## config.mk

```make
export PLATFORM = sky130hd
export DESIGN_NAME = usb_endpoint_handshake_ctrl
export DESIGN_NICKNAME = d
export VERILOG_FILES = /design/src/hw/usb_endpoint_handshake_ctrl.v /design/src/hw/ctrl_ep_handshake.v /design/src/hw/data_ep_handshake.v
export VERILOG_INCLUDE_DIRS = /design/src /design/src/hw
export SDC_FILE = /design/constraint.sdc
export NUM_CORES = 1
export LEC_CHECK = 0
export BUFFER_PORTS_ARGS = -buffer_cell sky130_fd_sc_hd__buf_2
export CAP_MARGIN = 20
export CORE_ASPECT_RATIO = 1.75
export CORE_MARGIN = 2
export CORE_UTILIZATION = 59
export DETAILED_ROUTE_END_ITERATION = 10
export MAX_ROUTING_LAYER = met4
export PLACE_DENSITY = 0.9
export SLEW_MARGIN = 20
export SYNTH_ARGS = -nofsm -noshare
export SYNTH_HDL_FRONTEND = slang
export SYNTH_SLANG_ARGS = --single-unit
export TNS_END_PERCENT = 100
```

## constraint.sdc

```tcl
create_clock -name sys_clk_i -period 5.15 [get_ports sys_clk_i]
set_input_delay 0.2575 -clock sys_clk_i [delete_from_list [all_inputs] [get_ports sys_clk_i]]
set_output_delay 0.2575 -clock sys_clk_i [all_outputs]
set_load 0.005 [all_outputs]
```

## src/hw/usb_ep_map.vh

```
// Register offsets, field positions, codes and reset values of the endpoint handshake logic
`ifndef USB_EP_MAP_VH
`define USB_EP_MAP_VH

// Register offsets
`define HUB_EP0_CTRL_ACK_ADDR   13'h1fa7
`define HUB_EP0_SERVICE_ADDR    13'h1fa6
`define FUNC_EP0_CTRL_ACK_ADDR  13'h1fdd
`define FUNC_EP0_SERVICE_ADDR   13'h1fdc
`define FUNC_EP1_CTRL_ACK_ADDR  13'h1fdb
`define FUNC_EP2_CTRL_ACK_ADDR  13'h1fda
`define FUNC_EP1_SERVICE_ADDR   13'h1fd9
`define FUNC_EP2_SERVICE_ADDR   13'h1fd8
`define EP_INT_ENABLE_ADDR      13'h1fa0
`define EP_ISO_CFG_ADDR         13'h1fa1

// Control and acknowledge register fields
`define CA_DIR_BIT      7
`define CA_DATA_END_BIT 6
`define CA_STALL_BIT    5
`define CA_TX_RDY_BIT   4
`define CA_ACK_STALL    3
`define CA_ACK_SETUP    2
`define CA_ACK_OUT      1
`define CA_ACK_IN_DONE  0

// Reset value of every register
`define EP_REG_RESET    8'h00

// Endpoint select codes from the serial interface engine
`define EP_HUB0         3'h0
`define EP_FUNC0        3'h1
`define EP_FUNC1        3'h2
`define EP_FUNC2        3'h3
`define EP_HUB1         3'h4

// Handshake answer codes
`define RESP_NONE       3'h0
`define RESP_ACK        3'h1
`define RESP_NAK        3'h2
`define RESP_STALL      3'h3
`define RESP_DATA       3'h4
`define RESP_DATA1_ZLP  3'h5

`endif

```

## src/hw/usb_endpoint_handshake_ctrl.v

```verilog
// Endpoint handshake control for the hub and function endpoints
//
// How it works
// Direction bit selects status phase direction
// Last packet acknowledged moves to status phase
// Status done interrupts, last-packet flag kept
// Control halt request stalls IN and OUT
// Firmware sets halt on unsupported or exhausted
// Data endpoint halt stalls only next token
// IN-loaded bit cleared only by host ACK
// Isochronous IN-loaded clears once packet sent
// Firmware fills FIFO only while IN-loaded clear
// Last packet, nothing loaded: DATA1 status IN
// Clearing IN-loaded with IN-done raises interrupt
// Writing acknowledge bit one clears matching flag
// Acknowledge bits act as pulses, never stored
// STALL sent sets sticky stall-reported flag
// OUT data held sets flag, NAKs OUT
// Held OUT data kept, except early setup
// OUT-data-held flag raises enabled interrupt
// Endpoints 1, 2 set IN-done on completion
// Reserved bits of endpoints 1, 2 read zero
// Hub bitmap sent on IN, else NAK
// Hub control endpoint mirrors function control endpoint
// Setup received clears the other service flags
// Control IN-done at read end and status
// Interrupt is OR of enabled held events
`timescale 1ns/10ps
`include "usb_ep_map.vh"
module usb_endpoint_handshake_ctrl #(
	parameter ADDR_W = 13,
	parameter PORTS  = 6
) (
	// Clock and reset
	input  wire              sys_clk_i,
	input  wire              rst_i,
	// Register port
	input  wire [ADDR_W-1:0] reg_addr_i,
	input  wire [7:0]        reg_wdata_i,
	input  wire              reg_wr_i,
	input  wire              reg_rd_i,
	output reg  [7:0]        reg_rdata_o,
	// Tokens from the serial interface engine
	input  wire [2:0]        ep_sel_i,
	input  wire              tok_in_i,
	input  wire              tok_out_i,
	input  wire              tok_setup_i,
	// Transaction events from the serial interface engine
	input  wire              setup_stored_i,
	input  wire              out_stored_i,
	input  wire              in_sent_i,
	input  wire              in_acked_i,
	// Hub status change pulses
	input  wire [PORTS-1:0]  hub_change_i,
	// Handshake answer to the engine
	output reg               resp_valid_o,
	output reg  [2:0]        resp_code_o,
	output reg  [7:0]        hub_bitmap_o,
	// Interrupt to the microcontroller
	output reg               irq_o
);

	function hit;
		input [2:0] sel;
		input [2:0] code;
		begin
			hit = (sel == code);
		end
	endfunction

	function wr_at;
		input              wr;
		input [ADDR_W-1:0] addr;
		input [ADDR_W-1:0] target;
		begin
			wr_at = wr & (addr == target);
		end
	endfunction

	// Per endpoint strobes
	wire sel_hub0  = hit(ep_sel_i, `EP_HUB0);
	wire sel_func0 = hit(ep_sel_i, `EP_FUNC0);
	wire sel_func1 = hit(ep_sel_i, `EP_FUNC1);
	wire sel_func2 = hit(ep_sel_i, `EP_FUNC2);
	wire sel_hub1  = hit(ep_sel_i, `EP_HUB1);

	// Register write strobes
	wire wr_hub0  = wr_at(reg_wr_i, reg_addr_i, `HUB_EP0_CTRL_ACK_ADDR);
	wire wr_func0 = wr_at(reg_wr_i, reg_addr_i, `FUNC_EP0_CTRL_ACK_ADDR);
	wire wr_func1 = wr_at(reg_wr_i, reg_addr_i, `FUNC_EP1_CTRL_ACK_ADDR);
	wire wr_func2 = wr_at(reg_wr_i, reg_addr_i, `FUNC_EP2_CTRL_ACK_ADDR);
	wire wr_inten = wr_at(reg_wr_i, reg_addr_i, `EP_INT_ENABLE_ADDR);
	wire wr_iso   = wr_at(reg_wr_i, reg_addr_i, `EP_ISO_CFG_ADDR);

	// Software settings
	reg  [3:0] int_en_q;
	reg  [1:0] iso_q;

	// Hub interrupt endpoint bitmap
	reg  [PORTS-1:0] change_q;
	reg  [PORTS-1:0] sent_map_q;

	// Endpoint views
	wire [7:0] hub0_ctrl;
	wire [7:0] hub0_status;
	wire [7:0] func0_ctrl;
	wire [7:0] func0_status;
	wire [7:0] func1_ctrl;
	wire [7:0] func1_status;
	wire [7:0] func2_ctrl;
	wire [7:0] func2_status;
	wire [3:0] ep_event;
	wire [2:0] resp_hub0;
	wire [2:0] resp_func0;
	wire [2:0] resp_func1;
	wire [2:0] resp_func2;
	reg  [2:0] resp_d;
	reg  [7:0] rdata_d;


	ctrl_ep_handshake u_hub_ep0 (
		.sys_clk_i (sys_clk_i),
		.rst_i     (rst_i),
		.wr_i      (wr_hub0),
		.wdata_i   (reg_wdata_i),
		.ctrl_o    (hub0_ctrl),
		.status_o  (hub0_status),
		.event_o   (ep_event[0]),
		.tok_in_i  (tok_in_i & sel_hub0),
		.tok_out_i (tok_out_i & sel_hub0),
		.setup_i   (setup_stored_i & sel_hub0),
		.out_i     (out_stored_i & sel_hub0),
		.acked_i   (in_acked_i & sel_hub0),
		.resp_o    (resp_hub0)
	);

	ctrl_ep_handshake u_func_ep0 (
		.sys_clk_i (sys_clk_i),
		.rst_i     (rst_i),
		.wr_i      (wr_func0),
		.wdata_i   (reg_wdata_i),
		.ctrl_o    (func0_ctrl),
		.status_o  (func0_status),
		.event_o   (ep_event[1]),
		.tok_in_i  (tok_in_i & sel_func0),
		.tok_out_i (tok_out_i & sel_func0),
		.setup_i   (setup_stored_i & sel_func0),
		.out_i     (out_stored_i & sel_func0),
		.acked_i   (in_acked_i & sel_func0),
		.resp_o    (resp_func0)
	);

	data_ep_handshake u_func_ep1 (
		.sys_clk_i (sys_clk_i),
		.rst_i     (rst_i),
		.wr_i      (wr_func1),
		.wdata_i   (reg_wdata_i),
		.iso_i     (iso_q[0]),
		.ctrl_o    (func1_ctrl),
		.status_o  (func1_status),
		.event_o   (ep_event[2]),
		.tok_in_i  (tok_in_i & sel_func1),
		.tok_out_i (tok_out_i & sel_func1),
		.out_i     (out_stored_i & sel_func1),
		.sent_i    (in_sent_i & sel_func1),
		.acked_i   (in_acked_i & sel_func1),
		.resp_o    (resp_func1)
	);

	data_ep_handshake u_func_ep2 (
		.sys_clk_i (sys_clk_i),
		.rst_i     (rst_i),
		.wr_i      (wr_func2),
		.wdata_i   (reg_wdata_i),
		.iso_i     (iso_q[1]),
		.ctrl_o    (func2_ctrl),
		.status_o  (func2_status),
		.event_o   (ep_event[3]),
		.tok_in_i  (tok_in_i & sel_func2),
		.tok_out_i (tok_out_i & sel_func2),
		.out_i     (out_stored_i & sel_func2),
		.sent_i    (in_sent_i & sel_func2),
		.acked_i   (in_acked_i & sel_func2),
		.resp_o    (resp_func2)
	);

	// Hub interrupt endpoint: the bitmap when anything changed, NAK otherwise
	wire       hub_in   = tok_in_i & sel_hub1;
	wire       hub_send = hub_in & (|change_q);
	reg  [2:0] resp_hub1;

	always @*
	begin
		resp_hub1 = `RESP_NONE;
		if (hub_in)
			resp_hub1 = hub_send ? `RESP_DATA : `RESP_NAK;
	end

	// A setup token is taken on every endpoint but the hub interrupt endpoint, so an early setup may overwrite held OUT data
	wire setup_take = tok_setup_i & ~sel_hub1;

	// Answer selection
	always @*
	begin
		resp_d = `RESP_NONE;
		if (setup_take)
			resp_d = `RESP_ACK;
		else
		begin
			case (ep_sel_i)
				`EP_HUB0:  resp_d = resp_hub0;
				`EP_FUNC0: resp_d = resp_func0;
				`EP_FUNC1: resp_d = resp_func1;
				`EP_FUNC2: resp_d = resp_func2;
				`EP_HUB1:  resp_d = resp_hub1;
				default:   resp_d = `RESP_NONE;
			endcase
		end
	end

	// Answer strobe: one cycle after every token that gets an answer
	always @(posedge sys_clk_i)
	begin
		if (rst_i)
			resp_valid_o <= 1'b0;
		else
			resp_valid_o <= (resp_d != `RESP_NONE);
	end

	// Answer code and bitmap hold until the next answer
	always @(posedge sys_clk_i)
	begin
		if (rst_i)
		begin
			resp_code_o  <= `RESP_NONE;
			hub_bitmap_o <= `EP_REG_RESET;
		end
		else
		begin
			if (resp_d != `RESP_NONE)
				resp_code_o <= resp_d;
			if (hub_send)
				hub_bitmap_o <= {{(8-PORTS){1'b0}}, change_q};
		end
	end

	// Snapshot of the bitmap offered at each IN token to the hub interrupt endpoint
	always @(posedge sys_clk_i)
	begin
		if (rst_i)
			sent_map_q <= {PORTS{1'b0}};
		else if (hub_in)
			sent_map_q <= change_q;
	end

	// Bits the host has acknowledged; a change in the same cycle sets its bit again
	wire [PORTS-1:0] taken = (in_acked_i & sel_hub1) ? sent_map_q : {PORTS{1'b0}};

	// Pending change bitmap
	always @(posedge sys_clk_i)
	begin
		if (rst_i)
			change_q <= {PORTS{1'b0}};
		else
			change_q <= hub_change_i | (change_q & ~taken);
	end

	// Interrupt enables, one bit per endpoint but the hub interrupt endpoint
	always @(posedge sys_clk_i)
	begin
		if (rst_i)
			int_en_q <= 4'h0;
		else if (wr_inten)
			int_en_q <= reg_wdata_i[3:0];
	end

	// Isochronous selection for endpoints 1 and 2
	always @(posedge sys_clk_i)
	begin
		if (rst_i)
			iso_q <= 2'h0;
		else if (wr_iso)
			iso_q <= reg_wdata_i[1:0];
	end

	// Read mux; acknowledge bits read as zero since they are never stored
	always @*
	begin
		case (reg_addr_i)
			`HUB_EP0_CTRL_ACK_ADDR:  rdata_d = hub0_ctrl;
			`HUB_EP0_SERVICE_ADDR:   rdata_d = hub0_status;
			`FUNC_EP0_CTRL_ACK_ADDR: rdata_d = func0_ctrl;
			`FUNC_EP0_SERVICE_ADDR:  rdata_d = func0_status;
			`FUNC_EP1_CTRL_ACK_ADDR: rdata_d = func1_ctrl;
			`FUNC_EP2_CTRL_ACK_ADDR: rdata_d = func2_ctrl;
			`FUNC_EP1_SERVICE_ADDR:  rdata_d = func1_status;
			`FUNC_EP2_SERVICE_ADDR:  rdata_d = func2_status;
			`EP_INT_ENABLE_ADDR:     rdata_d = {4'h0, int_en_q};
			`EP_ISO_CFG_ADDR:        rdata_d = {6'h00, iso_q};
			default:                 rdata_d = 8'h00;
		endcase
	end

	// Read data stands only in the cycle after the read strobe
	always @(posedge sys_clk_i)
	begin
		if (rst_i)
			reg_rdata_o <= `EP_REG_RESET;
		else if (reg_rd_i)
			reg_rdata_o <= rdata_d;
		else
			reg_rdata_o <= 8'h00;
	end

	// Enabled held flags per endpoint; control endpoints also report status-phase completion
	wire irq_hub0  = ep_event[0] & int_en_q[0];
	wire irq_func0 = ep_event[1] & int_en_q[1];
	wire irq_func1 = ep_event[2] & int_en_q[2];
	wire irq_func2 = ep_event[3] & int_en_q[3];

	// Interrupt is registered from the held flags, so it rises one cycle after the flag and falls one cycle after the flag clears
	always @(posedge sys_clk_i)
	begin
		if (rst_i)
			irq_o <= 1'b0;
		else
			irq_o <= irq_hub0 | irq_func0 | irq_func1 | irq_func2;
	end

endmodule // usb_endpoint_handshake_ctrl

```

## src/hw/ctrl_ep_handshake.v

```verilog
// Control endpoint: direction, last packet, stall, IN ready and service flags
`timescale 1ns/10ps
`include "usb_ep_map.vh"
module ctrl_ep_handshake (
	// Clock and reset
	input  wire       sys_clk_i,
	input  wire       rst_i,
	// Register side
	input  wire       wr_i,
	input  wire [7:0] wdata_i,
	output wire [7:0] ctrl_o,
	output wire [7:0] status_o,
	output wire       event_o,
	// Engine side
	input  wire       tok_in_i,
	input  wire       tok_out_i,
	input  wire       setup_i,
	input  wire       out_i,
	input  wire       acked_i,
	output reg  [2:0] resp_o
);

	reg dir_q, data_end_q, stall_q, tx_rdy_q, status_q;
	reg stall_sent_q, rx_setup_q, rx_out_q, in_done_q;
	wire stall_hit = (tok_in_i | tok_out_i) & stall_q;
	wire pkt_ack   = acked_i & tx_rdy_q;
	wire zlp_ack   = acked_i & ~tx_rdy_q & data_end_q & ~dir_q;

	assign ctrl_o   = {dir_q, data_end_q, stall_q, tx_rdy_q, 4'h0};
	assign status_o = {4'h0, stall_sent_q, rx_setup_q, rx_out_q, in_done_q};
	assign event_o  = rx_setup_q | rx_out_q | in_done_q;

	always @*
	begin
		resp_o = `RESP_NONE;
		if (stall_hit)
			resp_o = `RESP_STALL;
		else if (tok_in_i)
		begin
			if (tx_rdy_q & ~status_q)
				resp_o = `RESP_DATA;
			else if (data_end_q & ~dir_q)
				resp_o = `RESP_DATA1_ZLP;
			else
				resp_o = `RESP_NAK;
		end
		else if (tok_out_i)
			resp_o = rx_out_q ? `RESP_NAK : `RESP_ACK;
	end

	always @(posedge sys_clk_i)
	begin
		if (rst_i)
		begin
			{dir_q, data_end_q, stall_q, tx_rdy_q, status_q} <= 5'h00;
			{stall_sent_q, rx_setup_q, rx_out_q, in_done_q} <= 4'h0;
		end
		else
		begin
			if (wr_i)
			begin
				dir_q      <= wdata_i[`CA_DIR_BIT];
				data_end_q <= wdata_i[`CA_DATA_END_BIT];
				stall_q    <= wdata_i[`CA_STALL_BIT];
				tx_rdy_q   <= wdata_i[`CA_TX_RDY_BIT];
			end
			else if (pkt_ack)
				tx_rdy_q <= 1'b0;
			if (setup_i)
			begin
				rx_setup_q   <= 1'b1;
				rx_out_q     <= 1'b0;
				in_done_q    <= 1'b0;
				stall_sent_q <= 1'b0;
				status_q     <= 1'b0;
			end
			else
			begin
				stall_sent_q <= stall_hit | (stall_sent_q & ~(wr_i & wdata_i[`CA_ACK_STALL]));
				rx_setup_q   <= rx_setup_q & ~(wr_i & wdata_i[`CA_ACK_SETUP]);
				rx_out_q     <= out_i | (rx_out_q & ~(wr_i & wdata_i[`CA_ACK_OUT]));
				in_done_q    <= (pkt_ack & data_end_q) | zlp_ack |
					(in_done_q & ~(wr_i & wdata_i[`CA_ACK_IN_DONE]));
				if (pkt_ack & data_end_q)
					status_q <= 1'b1;
				else if (zlp_ack | (out_i & status_q))
					status_q <= 1'b0;
			end
		end
	end

endmodule // ctrl_ep_handshake

```

## src/hw/data_ep_handshake.v

```verilog
// Function endpoint 1 or 2: stall, IN ready and service flags
`timescale 1ns/10ps
`include "usb_ep_map.vh"
module data_ep_handshake (
	// Clock and reset
	input  wire       sys_clk_i,
	input  wire       rst_i,
	// Register side
	input  wire       wr_i,
	input  wire [7:0] wdata_i,
	input  wire       iso_i,
	output wire [7:0] ctrl_o,
	output wire [7:0] status_o,
	output wire       event_o,
	// Engine side
	input  wire       tok_in_i,
	input  wire       tok_out_i,
	input  wire       out_i,
	input  wire       sent_i,
	input  wire       acked_i,
	output reg  [2:0] resp_o
);

	reg data_end_q, stall_q, tx_rdy_q;
	reg stall_sent_q, rx_out_q, in_done_q;
	wire stall_hit = (tok_in_i | tok_out_i) & stall_q;
	wire in_done   = tx_rdy_q & (acked_i | (sent_i & iso_i));

	assign ctrl_o   = {1'b0, data_end_q, stall_q, tx_rdy_q, 4'h0};
	assign status_o = {4'h0, stall_sent_q, 1'b0, rx_out_q, in_done_q};
	assign event_o  = rx_out_q | in_done_q;

	always @*
	begin
		resp_o = `RESP_NONE;
		if (stall_hit)
			resp_o = `RESP_STALL;
		else if (tok_in_i)
			resp_o = tx_rdy_q ? `RESP_DATA : `RESP_NAK;
		else if (tok_out_i)
			resp_o = rx_out_q ? `RESP_NAK : `RESP_ACK;
	end

	always @(posedge sys_clk_i)
	begin
		if (rst_i)
		begin
			{data_end_q, stall_q, tx_rdy_q} <= 3'h0;
			{stall_sent_q, rx_out_q, in_done_q} <= 3'h0;
		end
		else
		begin
			if (wr_i)
			begin
				data_end_q <= wdata_i[`CA_DATA_END_BIT];
				stall_q    <= wdata_i[`CA_STALL_BIT];
				tx_rdy_q   <= wdata_i[`CA_TX_RDY_BIT];
			end
			else
			begin
				if (stall_hit)
					stall_q <= 1'b0;
				if (in_done)
					tx_rdy_q <= 1'b0;
			end
			stall_sent_q <= stall_hit | (stall_sent_q & ~(wr_i & wdata_i[`CA_ACK_STALL]));
			rx_out_q     <= out_i | (rx_out_q & ~(wr_i & wdata_i[`CA_ACK_OUT]));
			in_done_q    <= in_done | (in_done_q & ~(wr_i & wdata_i[`CA_ACK_IN_DONE]));
		end
	end

endmodule // data_ep_handshake

```

==> metrics.md, run 1 <==
| Metric | Value |
|---|---|
| Fmax | 0.459 GHz |
| CP max FO | 6 |
| Avg WL per Cell | ~18 um |
| DRT Wirelength | 9360 um |
| Vias after detailed routing | 3359 |
| Final net count | 483 |
| Crit path DAT | 2.42 ns |
| VDD IR max | 0.185 mV |
| Most common cell in the synthesized netlist | dfxtp_1 |
| Worst EP required | 5.39 ns |
| Syn Inst Count | roughly 400 |
| Worst path slowest cell | a2111oi_0 |
| CTS tree | yes |
| Dpl cells | 507 |
| Post-synth top area share | just over 40% |
| Sw Pwr | approximately 0.28 mW |
| CP max stage delay | roughly 0.95 ns |
| Sequential area share after synthesis | 40.9% |
| Yosys Warn Count | 0 |
| Fillcell total | 450 |
| Cell family with most CP delay | compound AO/OA/AOI/OAI gates |
| Initial antenna violation count | 0 |
| DRC errors left | 0 |
| Clock Root Buffer | clkbuf_8 |
| Synth Flop Type | dfxtp_1 |
| Commonest cells post-synth | 67 x dfxtp_1, 60 x nand2_1, 55 x a21oi_1 |
| Slew @ Worst Pin | 1.05 ns |
| WHS Path Cells | 3 |
| Port Buf Inserts | 59 |
| HP Start | hub_change_i[3] |
| Sw frac | 26.6% |
| Async SR Flop Fraction | 0% |
| Power share of the sequential group | approximately 50% |
| First-pass DRT Iterations | 5 |
| Worst slew margin | 27.9% |
| Die W | 60.4 um |
| Clock power frac | between 40% and 50% |
| Final hold violations | 0 |
| Setup violations, final | 0 |
| Hold Crit Class | in2reg |
| Outcome | complete, no violations |
| DRT iter0 DRCs | 232 |
| Final Skew | 0.00693 ns |
| Clk pin slew, worst setup/hold paths | around 0.080 ns |
| Layout Cell Area excl Fill | 3770 um^2 |
| Yosys cell types | 60 |
| Share of cells above drive strength 1 | 22.8% |
| Tcrit/Tclk final | 42.3% |
| Placed inst area | 3570 um^2 |
| Antenna Cells | 0 |
| Area Growth Syn to Fin | 14.9% |
| Post-CTS Hold Buffers | 0 |
| R2r endpoint | resp_code_o[2] |
| Top post-synthesis cells by area | dfxtp_1 41%, a21oi_1 8.4%, nand2_1 6.9% |
| Top-level I/O count | 62 |
| Total CTS buffers | 9 |
| Dpl hpwl | between 6000 and 7000 um |
| Avg Cell Area, Syn | 8.31 um^2 |
| Max-Cap Viols | 0 |
| Startpoint types | flop |
| Post-synth top area cell | dfxtp_1 |
| Number of routed nets with antenna violations | 0 |
| Chip height | just over 100 um |
| Register area | ~1300 um^2 |
| Power per cell area | ~280 nW/um^2 |
| Hold Crit Endpoint | change_q[3] |
| Worst hold slack | 0.116 ns |
| Cell area after synthesis | 3280 um^2 |
| RSZ-0062 raised after global routing | no |
| EDFF count, synth | 0 |
| Global route total overflow | 0 |
| Sink Count | 67 |
| Vias in the first global route | ~3100 |
| Initial core utilization | 60.2% |
| Largest net degree at the start of global routing | 49 |
| Critical path class | reg2reg |
| Via density | roughly 6.4 |
| Comb power frac | between 8 and 9% |
| Worst r2r path cells | 4 |
| Internal power | 0.784 mW |
| Worst setup EP type | flop |
| Row count | 36 |
| CTS H-tree lvls | 3 |
| CTS max path bufs | 2 |
| Setup TNS | 0 ns |
| Critical R2R Launch | u_func_ep0.stall_q |
| Area of the multi-input gates | approximately 1800 um^2 |
| Final non-filler cell total | 523 |
| Final Max Slew Viols | 0 |
| GRT Util Overall | 33.8% |
| GPL Wtd Cong | 0.967 |
| Post-layout min period | 2.18 ns |
| Crit-path cells | o21ai_0 > a2111oi_0 > o31ai_1 > a41o_1 |
| Post-CTS resize count | 0 |
| LEAKAGE | ~1.4 nW |
| Post-CTS Setup Inserts | 0 |
| Core area | around 5500 um^2 |
| Buffers & Inverters on Critical Path | 0 |
| First-pass GRT wire length | 15100 um |
| Die Area | about 6200 um^2 |
| R2r setup slk | 2.97 ns |
| #FFs+latches synth | 67 |
| Worst-Skew Late Latency | 0.35 ns |
-- state kept, by name, indices dropped and copies added, names as in the netlist, 2 cells and up --
name,count
change_q,6
hub_bitmap_o,6
int_en_q,4
iso_q,2
reg_rdata_o,8
resp_code_o,3
sent_map_q,6
-- stage by stage --
stage | worst slack (ns) | power, mW | utilization, %
6_report | 2.97 | 1.07 | 69.2
5_1_grt | 2.87 | 1.10 | 69.2
4_1_cts | 3.07 | 1.07 | 69.1
3_5_place_dp | 2.92 | 0.631 | 65.4
3_3_place_gp | 3.02 | 0.628 | 65.4
2_1_floorplan | 3.38 | 0.597 | -
-- logic make-up after synthesis --
| group | Yosys count | synth area share, % |
|---|---|---|
| flops | 67 | 40.9 |
| buf+inv | 34 | 4.53 |
| mux | 15 | 4.88 |
| other cells | 1 | 0.114 |
| compound gates | 117 | 23.6 |
| simple gates | 161 | 26.1 |
-- worst min-delay path, delay by kind of cell --
kind	cells	cell delay, ns
buffers and inverters	1	0.08
and+or+nand+nor	1	0.07
AOI/OAI and AO/OA	1	0.03
-- power groups by stage --
| stage | combinational, mW | sequential, mW | clock, mW |
|---|---|---|---|
| floorplan | 0.0540 | 0.543 | 0 |
| global placement | 0.0834 | 0.545 | 0 |
| detailed placement | 0.0860 | 0.545 | 0 |
| CTS | 0.0863 | 0.533 | 0.448 |
| global route | 0.0976 | 0.534 | 0.472 |
| finish | 0.0884 | 0.533 | 0.446 |
-- layout make-up --
type | count | area share [%]
Sequential cell | 67 | 35.6
Tap cell | 76 | 2.52
Multi-Input combinational cell | 295 | 47.8
Clock inverter | 7 | 2.02
Clock buffer | 9 | 3.28
Inverter | 10 | 0.995
Timing Repair Buffer | 59 | 7.83
-- how the worst max path moves through the flow --
stage | endpoint | slack (ns) | depth (start not counted) | start
2_1_floorplan | resp_code_o[1] | 3.38 | 6 | ep_sel_i[0]
3_5_place_dp | resp_code_o[2] | 2.92 | 6 | ep_sel_i[0]
3_3_place_gp | resp_code_o[2] | 3.02 | 6 | ep_sel_i[0]
6_report | resp_code_o[2] | 2.97 | 4 | u_func_ep0.stall_q
4_1_cts | resp_code_o[2] | 3.07 | 4 | u_func_ep0.stall_q
5_1_grt | resp_code_o[2] | 2.87 | 4 | u_func_ep0.stall_q
-- routing by layer --
metal	wire length, um	GRT usage [%]	part of all wire [%]	vias to the layer above
met1	3210	34.3	34	1570
met2	4850	57.0	52	178
met4	677	23.1	7.2	0
met5	0	-	0	-
li1	-	-	-	1554
met3	619	6.27	6.6	57
-- layout by cell type, fill, tap and decap left out, drive strengths merged, types with 3 or more instances in the layout --
| master | Yosys | layout |
|---|---|---|
| nor4 | 7 | 7 |
| and3 | 4 | 4 |
| clkbuf | 15 | 9 |
| a31o | 4 | 4 |
| nand2 | 60 | 60 |
| dfxtp | 67 | 67 |
| o21ai | 15 | 15 |
| a222oi | 7 | 7 |
| nand3b | 3 | 3 |
| a31oi | 3 | 3 |
| o31ai | 3 | 3 |
| mux2 | 8 | 8 |
| a21oi | 55 | 55 |
| a211oi | 4 | 4 |
| o2111ai | 3 | 3 |
| nand4 | 9 | 9 |
| nand3 | 20 | 20 |
| mux2i | 7 | 7 |
| nor3 | 11 | 11 |
| buf | 9 | 59 |
| a21bo | 4 | 4 |
| inv | 10 | 12 |
| nor2b | 6 | 6 |
| nor2 | 19 | 19 |
| nand2b | 6 | 6 |
| and4 | 3 | 3 |
No activity file was read; power rests on OpenSTA's default activity.
==> inputs of run 2 (changes only) <==
--- a/config.mk
+++ b/config.mk
@@ -10,10 +10,10 @@
 export CAP_MARGIN = 20
 export CORE_ASPECT_RATIO = 1.75
 export CORE_MARGIN = 2
-export CORE_UTILIZATION = 59
+export CORE_UTILIZATION = 50
 export DETAILED_ROUTE_END_ITERATION = 10
 export MAX_ROUTING_LAYER = met4
-export PLACE_DENSITY = 0.9
+export PLACE_DENSITY = 0.82
 export SLEW_MARGIN = 20
 export SYNTH_ARGS = -nofsm -noshare
 export SYNTH_HDL_FRONTEND = slang
==> constraint.sdc (replaced) <==
create_clock -name sys_clk_i -period 1.8 [get_ports sys_clk_i]
set_input_delay 0.09 -clock sys_clk_i [delete_from_list [all_inputs] [get_ports sys_clk_i]]
set_output_delay 0.09 -clock sys_clk_i [all_outputs]
set_load 0.005 [all_outputs]
==> metrics.md, run 2 (synthesis results as in run 1) <==
| Metric | Value |
|---|---|
| Outcome | complete, no violations |
| Post-layout min period | 1.76 ns (-0.417 ns) |
| Slew @ Worst Pin | 0.629 ns (-0.426 ns) |
| Area Growth Syn to Fin | 29.0% |
| Fillcell total | 531 (+18%) |
| Power share of the sequential group | 40.8% (-9.1 points) |
| Clk pin slew, worst setup/hold paths | 0.06 ns (-0.02 ns) |
| Util after Layout | 65.8% (-3.4 points) |
| Dpl hpwl | 7730 um (+11%) |
| Die Area | 7260 um^2 (+17%) |
| Antenna Cells | 0 (unchanged) |
| Clock Root Buffer | clkbuf_16 |
| Initial antenna violation count | 0 (unchanged) |
| Register area | 1340 um^2 (unchanged) |
| Port Buf Inserts | 59 (unchanged) |
| R2r endpoint | resp_code_o[2] |
| Post-Place Setup Slack | -0.0290 ns (-2.95 ns) |
| DRT iter0 DRCs | 233 (+0.43%) |
| Vias in the first global route | 3468 (+10%) |
| Number of routed nets with antenna violations | 0 (unchanged) |
| Worst setup margin | 0.0407 ns (-2.93 ns) |
| Fmax | 0.568 GHz (+24%) |
| Clock power frac | 51.3% (+9.5 points) |
| GPL Wtd Cong | 0.954 (-1.4%) |
| Core area | 6440 um^2 (+18%) |
| Most frequent cells in the layout | 67 x dfxtp_1, 60 x nand2_1, 59 x buf_2, 55 x a21oi_1, 35 x buf_4 |
| Largest register FFs | 8 (unchanged) |
| Sink Count | 67 (unchanged) |
| HP Start | reg_wdata_i[7] |
| R2r setup slk | 0.04 ns (-2.93 ns) |
| Sw Pwr | 0.888 mW (+210%) |
| Worst hold slack | 0.00997 ns (-0.106 ns) |
| Die W | 65.3 um (+8.1%) |
| Total CTS buffers | 9 (unchanged) |
| Worst EP required | 2.04 ns (-3.35 ns) |
| Worst slew margin | 58.1% (+30 points) |
| Final Skew | 0.00595 ns (-0.000977 ns) |
| Post-CTS Setup Inserts | 0 (unchanged) |
| Top-level I/O count | 62 (unchanged) |
| GRT Util Overall | 30.6% (-3.3 points) |
| Critical R2R Launch | u_func_ep0.stall_q |
| Largest net degree at the start of global routing | 48 (-2.0%) |
| Chip height | 111 um (+8.3%) |
| Worst setup EP type | flop |
| First-pass DRT Iterations | 7 (+2) |
| Internal power | 2.85 mW (+260%) |
| Power per cell area | 882 nW/um^2 (+210%) |
| Crit path DAT | 1.99 ns (-0.43 ns) |
| Tcrit/Tclk final | 97.7% (+55 points) |
| WHS Path Cells | 3 (unchanged) |
| Worst-Skew Late Latency | 0.34 ns (about the same) |
| Setup TNS | 0 ns (unchanged) |
| Critical path class | reg2reg |
| Sw frac | 23.8% (-2.8 points) |
| Hold Crit Class | in2reg |
| Final Max Slew Viols | 0 (unchanged) |
| Area of the multi-input gates | 1810 um^2 (+0.56%) |
| Global route total overflow | 0 (unchanged) |
| Vias after detailed routing | 3511 (+4.5%) |
| CTS max path bufs | 2 (unchanged) |
| Initial core utilization | 51.0% (-9.3 points) |
| RSZ-0062 raised after global routing | no |
| Comb power frac | 7.9% (-0.4 points) |
| First-pass GRT wire length | 16400 um (+8.9%) |
| Power, Total | 3.74 mW (+250%) |
| Max-Cap Viols | 0 (unchanged) |
| Share of cells above drive strength 1 | 28.1% (+5.3 points) |
| Via density | 6.16 (-4.1%) |
| Avg WL per Cell | 18.1 um (+1.4%) |
| CP max FO | 6 (unchanged) |
| Final net count | 524 (+8.5%) |
| Setup violations, final | 0 (unchanged) |
| Final hold violations | 0 (unchanged) |
| CTS H-tree lvls | 3 (unchanged) |
| Reg with most FFs | reg_rdata_o |
| CTS tree | yes |
| Commonest non-fill, non-tap cell in the layout | dfxtp_1 |
| Hold Crit Endpoint | u_func_ep0.dir_q |
| Worst r2r path cells | 5 (+1) |
| DRT Wirelength | 10300 um (+11%) |
| LEAKAGE | 1.68 nW (+19%) |
| VDD IR max | 0.797 mV (+330%) |
| Row count | 39 (+8.3%) |
| DRC errors left | 0 (unchanged) |
| Startpoint types | flop |
==> run 2: cell types whose count changed in the layout (fill, tap and decap cells not counted), moves of 6 or more <==
cell,before,now
buf_4,0,35
clkbuf_16,0,9
clkbuf_8,9,0
dlygate4sd3_1,0,6
==> run 2: worst max path at each step <==
stage	from	end	slack (ns)	cells after the start
5_1_grt	change_q[5]	resp_code_o[2]	0.005	6
3_3_place_gp	reg_addr_i[3]	iso_q[1]	0.05	8
6_report	u_func_ep0.stall_q	resp_code_o[2]	0.04	5
2_1_floorplan	change_q[5]	resp_code_o[2]	0.16	5
3_5_place_dp	reg_addr_i[3]	iso_q[1]	-0.03	8
4_1_cts	change_q[5]	resp_code_o[2]	0.03	5
==> run 2: metal layers <==
| metal | track usage (%) | vias to the layer above | wire, um |
|---|---|---|---|
| met5 | - | - | 0 |
| met4 | 23.8 | 0 | 714 |
| met3 | 5.28 | 51 | 651 |
| met2 | 51.8 | 171 | 5450 |
| met1 | 29.6 | 1643 | 3530 |
| li1 | - | 1646 | - |
==> run 2: metrics by stage <==
step | instance area (um^2) | cells
6_report | 4240 | 570
5_1_grt | 4240 | 570
4_1_cts | 4220 | 570
3_5_place_dp | 3840 | 548
3_3_place_gp | 3840 | 548
2_1_floorplan | 3290 | 396
==> run 2: area by class of cell <==
cell class	count	share of cell area (%)
clock buffer	9	5.32
clock inverter	7	2.33
inverter	10	0.886
multi-input combinational	295	42.8
sequential	67	31.7
tap	82	2.42
timing repair buffer	100	14.6
==> run 2: power by group through the flow <==
stage	combinational [mW]	sequential [mW]	clock, mW
6_report	0.294	1.53	1.92
3_5_place_dp	0.276	1.56	0
3_3_place_gp	0.269	1.56	0
5_1_grt	0.321	1.53	1.99
2_1_floorplan	0.154	1.55	0
4_1_cts	0.288	1.52	1.92
==> run 2: what timing repair did <==
item	CTS	global route
endpoints found under the setup margin	0	4
hold buffers	6	0
hold endpoints to repair	6	0
resized for setup	0	3
==> run 2: worst max-delay path, cell delays in order, from the launching register on <==
cell       delay (ns)
dfxtp_1          0.47
o21ai_0          0.16
a2111oi_0        0.50
buf_4            0.20
o31ai_2          0.08
a41o_1           0.23
==> inputs of run 3 (changes only) <==
--- a/config.mk
+++ b/config.mk
@@ -8,7 +8,7 @@
 export LEC_CHECK = 0
 export BUFFER_PORTS_ARGS = -buffer_cell sky130_fd_sc_hd__buf_2
 export CAP_MARGIN = 20
-export CORE_ASPECT_RATIO = 1.75
+export CORE_ASPECT_RATIO = 0.6
 export CORE_MARGIN = 2
 export CORE_UTILIZATION = 50
 export DETAILED_ROUTE_END_ITERATION = 10
==> metrics.md, run 3 (synthesis results as in run 1) <==
| Metric | Value |
|---|---|
| Final hold violations | 0 (unchanged) |
| Core area | 6220 um^2 (-3.4%) |
| CP max FO | 5 (-1) |
| Worst EP required | 2.05 ns (about the same) |
| CTS H-tree lvls | 3 (unchanged) |
| Worst-Skew Late Latency | 0.35 ns (about the same) |
| Fillcell total | 525 (-1.1%) |
| Share of cells above drive strength 1 | 26.5% (-1.6 points) |
| RSZ-0062 raised after global routing | no |
| Outcome | complete, no violations |
| Top-level I/O count | 62 (unchanged) |
| Total CTS buffers | 9 (unchanged) |
| Number of routed nets with antenna violations | 0 (unchanged) |
| First-pass DRT Iterations | 8 (+1) |
| Final Max Slew Viols | 0 (unchanged) |
| Critical path class | reg2reg |
| Die W | 109 um (+66%) |
| Sink Count | 67 (unchanged) |
| Row count | 22 (-44%) |
| LEAKAGE | 1.58 nW (-6.1%) |
| VDD IR max | 0.451 mV (-43%) |
| Initial antenna violation count | 0 (unchanged) |
| Global route total overflow | 0 (unchanged) |
| Worst slew margin | 58.6% (+0.53 points) |
| Chip height | 66.8 um (-40%) |
| Worst setup EP type | flop |
| Setup violations, final | 0 (unchanged) |
| Largest net degree at the start of global routing | 48 (unchanged) |
| Final net count | 516 (-1.5%) |
| Startpoint types | flop |
| Tcrit/Tclk final | 94.1% (-3.7 points) |
| DRC errors left | 0 (unchanged) |
| Crit-path cells | and3b_1 > o211a_1 > o41ai_4 > nor2_1 > a41o_1 |
| Power per cell area | 720 nW/um^2 (-18%) |
| Dpl hpwl | 7470 um (-3.4%) |
| Commonest non-fill, non-tap cell in the layout | dfxtp_1 |
| Most frequent cells in the layout | 66 x dfxtp_1, 60 x nand2_1, 59 x buf_2, 55 x a21oi_1, 26 x buf_4 |
| Final Skew | 0.00919 ns (+0.00324 ns) |
| Power, Total | 2.90 mW (-22%) |
| Crit path DAT | 1.94 ns (-0.05 ns) |
| DRT Wirelength | 9870 um (-4.6%) |
| CTS tree | yes |
| Hold Crit Class | in2reg |
| Clk pin slew, worst setup/hold paths | 0.07 ns (about the same) |
| Die Area | 7250 um^2 (about the same) |
| Worst hold slack | 0.00853 ns (-0.00145 ns) |
| Largest register FFs | 8 (unchanged) |
| Util after Layout | 64.8% (-0.97 points) |
| Max-Cap Viols | 0 (unchanged) |
| Vias in the first global route | 3150 (-9.2%) |
| Initial core utilization | 52.8% (+1.8 points) |
| Fmax | 0.591 GHz (+3.9%) |
| Clock Root Buffer | clkbuf_8 |
| CTS max path bufs | 2 (unchanged) |
| Slew @ Worst Pin | 0.621 ns (-0.00790 ns) |
| Antenna Cells | 0 (unchanged) |
| CP max stage delay | 0.46 ns (-0.04 ns) |
| Port Buf Inserts | 59 (unchanged) |
| Vias after detailed routing | 3442 (-2.0%) |
| Reg with most FFs | reg_rdata_o |
| Area Growth Syn to Fin | 22.8% |
| Avg WL per Cell | 17.5 um (-3.4%) |
| GPL Wtd Cong | 0.970 (+1.6%) |
| Post-layout min period | 1.69 ns (-0.0659 ns) |
| Via density | 6.11 (-0.75%) |
| DRT iter0 DRCs | 447 (+92%) |
| Worst path slowest cell | o41ai_4 |
| First-pass GRT wire length | 15700 um (-4.2%) |
| GRT Util Overall | 29.7% (-0.88 points) |
-- run 3: repair_timing --
action / in CTS / in global routing
endpoints found under the setup margin: 2 / 4
endpoints found under the hold margin: 6 / 0
hold buffers: 6 / 0
resized for setup: 1 / 3
pin swaps: 0 / 1
buffers inserted: 0 / 0
-- run 3: stage by stage --
stage	TNS (ns)	cell area, um^2	instances	worst slack, ns
CTS	0	4020	563	0.0108
floorplan	0	3290	396	0.160
global route	0	4030	563	0.0251
finish	0	4030	563	0.107
global placement	0	3790	542	0.0768
detailed placement	-0.0347	3790	542	-0.0347
-- run 3: area by class of cell --
cell class / instances / area, um^2 / area share (%)
clock inverters: 3 / 15.0 / 0.372
multi-input cells: 295 / 1820 / 45.0
well taps: 84 / 105 / 2.61
repair buffers: 92 / 571 / 14.2
clock buffers: 12 / 145 / 3.60
flip-flops and latches: 67 / 1340 / 33.3
inverters: 10 / 37.5 / 0.931
-- run 3: worst paths after layout --
| check | from | to | slack [ns] | cells past startpoint |
|---|---|---|---|---|
| max | u_func_ep2.tx_rdy_q | resp_code_o[2] | 0.11 | 5 |
| min | reg_wdata_i[7] | u_func_ep0.dir_q | 0.009 | 3 |
| max reg2reg | u_func_ep2.tx_rdy_q | resp_code_o[2] | 0.11 | 5 |
| min reg2reg | hub_bitmap_o[0] | hub_bitmap_o[0] | 0.46 | 2 |
-- run 3: where the power goes --
| group | total, mW | leakage (nW) | internal (mW) | switching (mW) |
|---|---|---|---|---|
| Clock | 1.09 | 0.0860 | 0.524 | 0.563 |
| Sequential | 1.53 | 0.543 | 1.51 | 0.0195 |
| Combinational | 0.288 | 0.951 | 0.112 | 0.176 |
| Total | 2.90 | 1.58 | 2.14 | 0.759 |
-- run 3: layer usage --
metal / wire length (um) / global-route usage, % / vias up / share of wire (%)
met5: 0 / - / - / 0
met4: 140 / 6.89 / 0 / 1.4
met3: 1530 / 13.0 / 25 / 15
met2: 3900 / 39.1 / 236 / 40
met1: 4300 / 41.1 / 1567 / 44
li1: - / - / 1614 / -
-- run 3: worst max-delay path: cells and delay by family (launching register included) --
family,cells,cell delay [ns]
flops,1,0.37
simple gates,2,0.29
compound gates,3,0.94
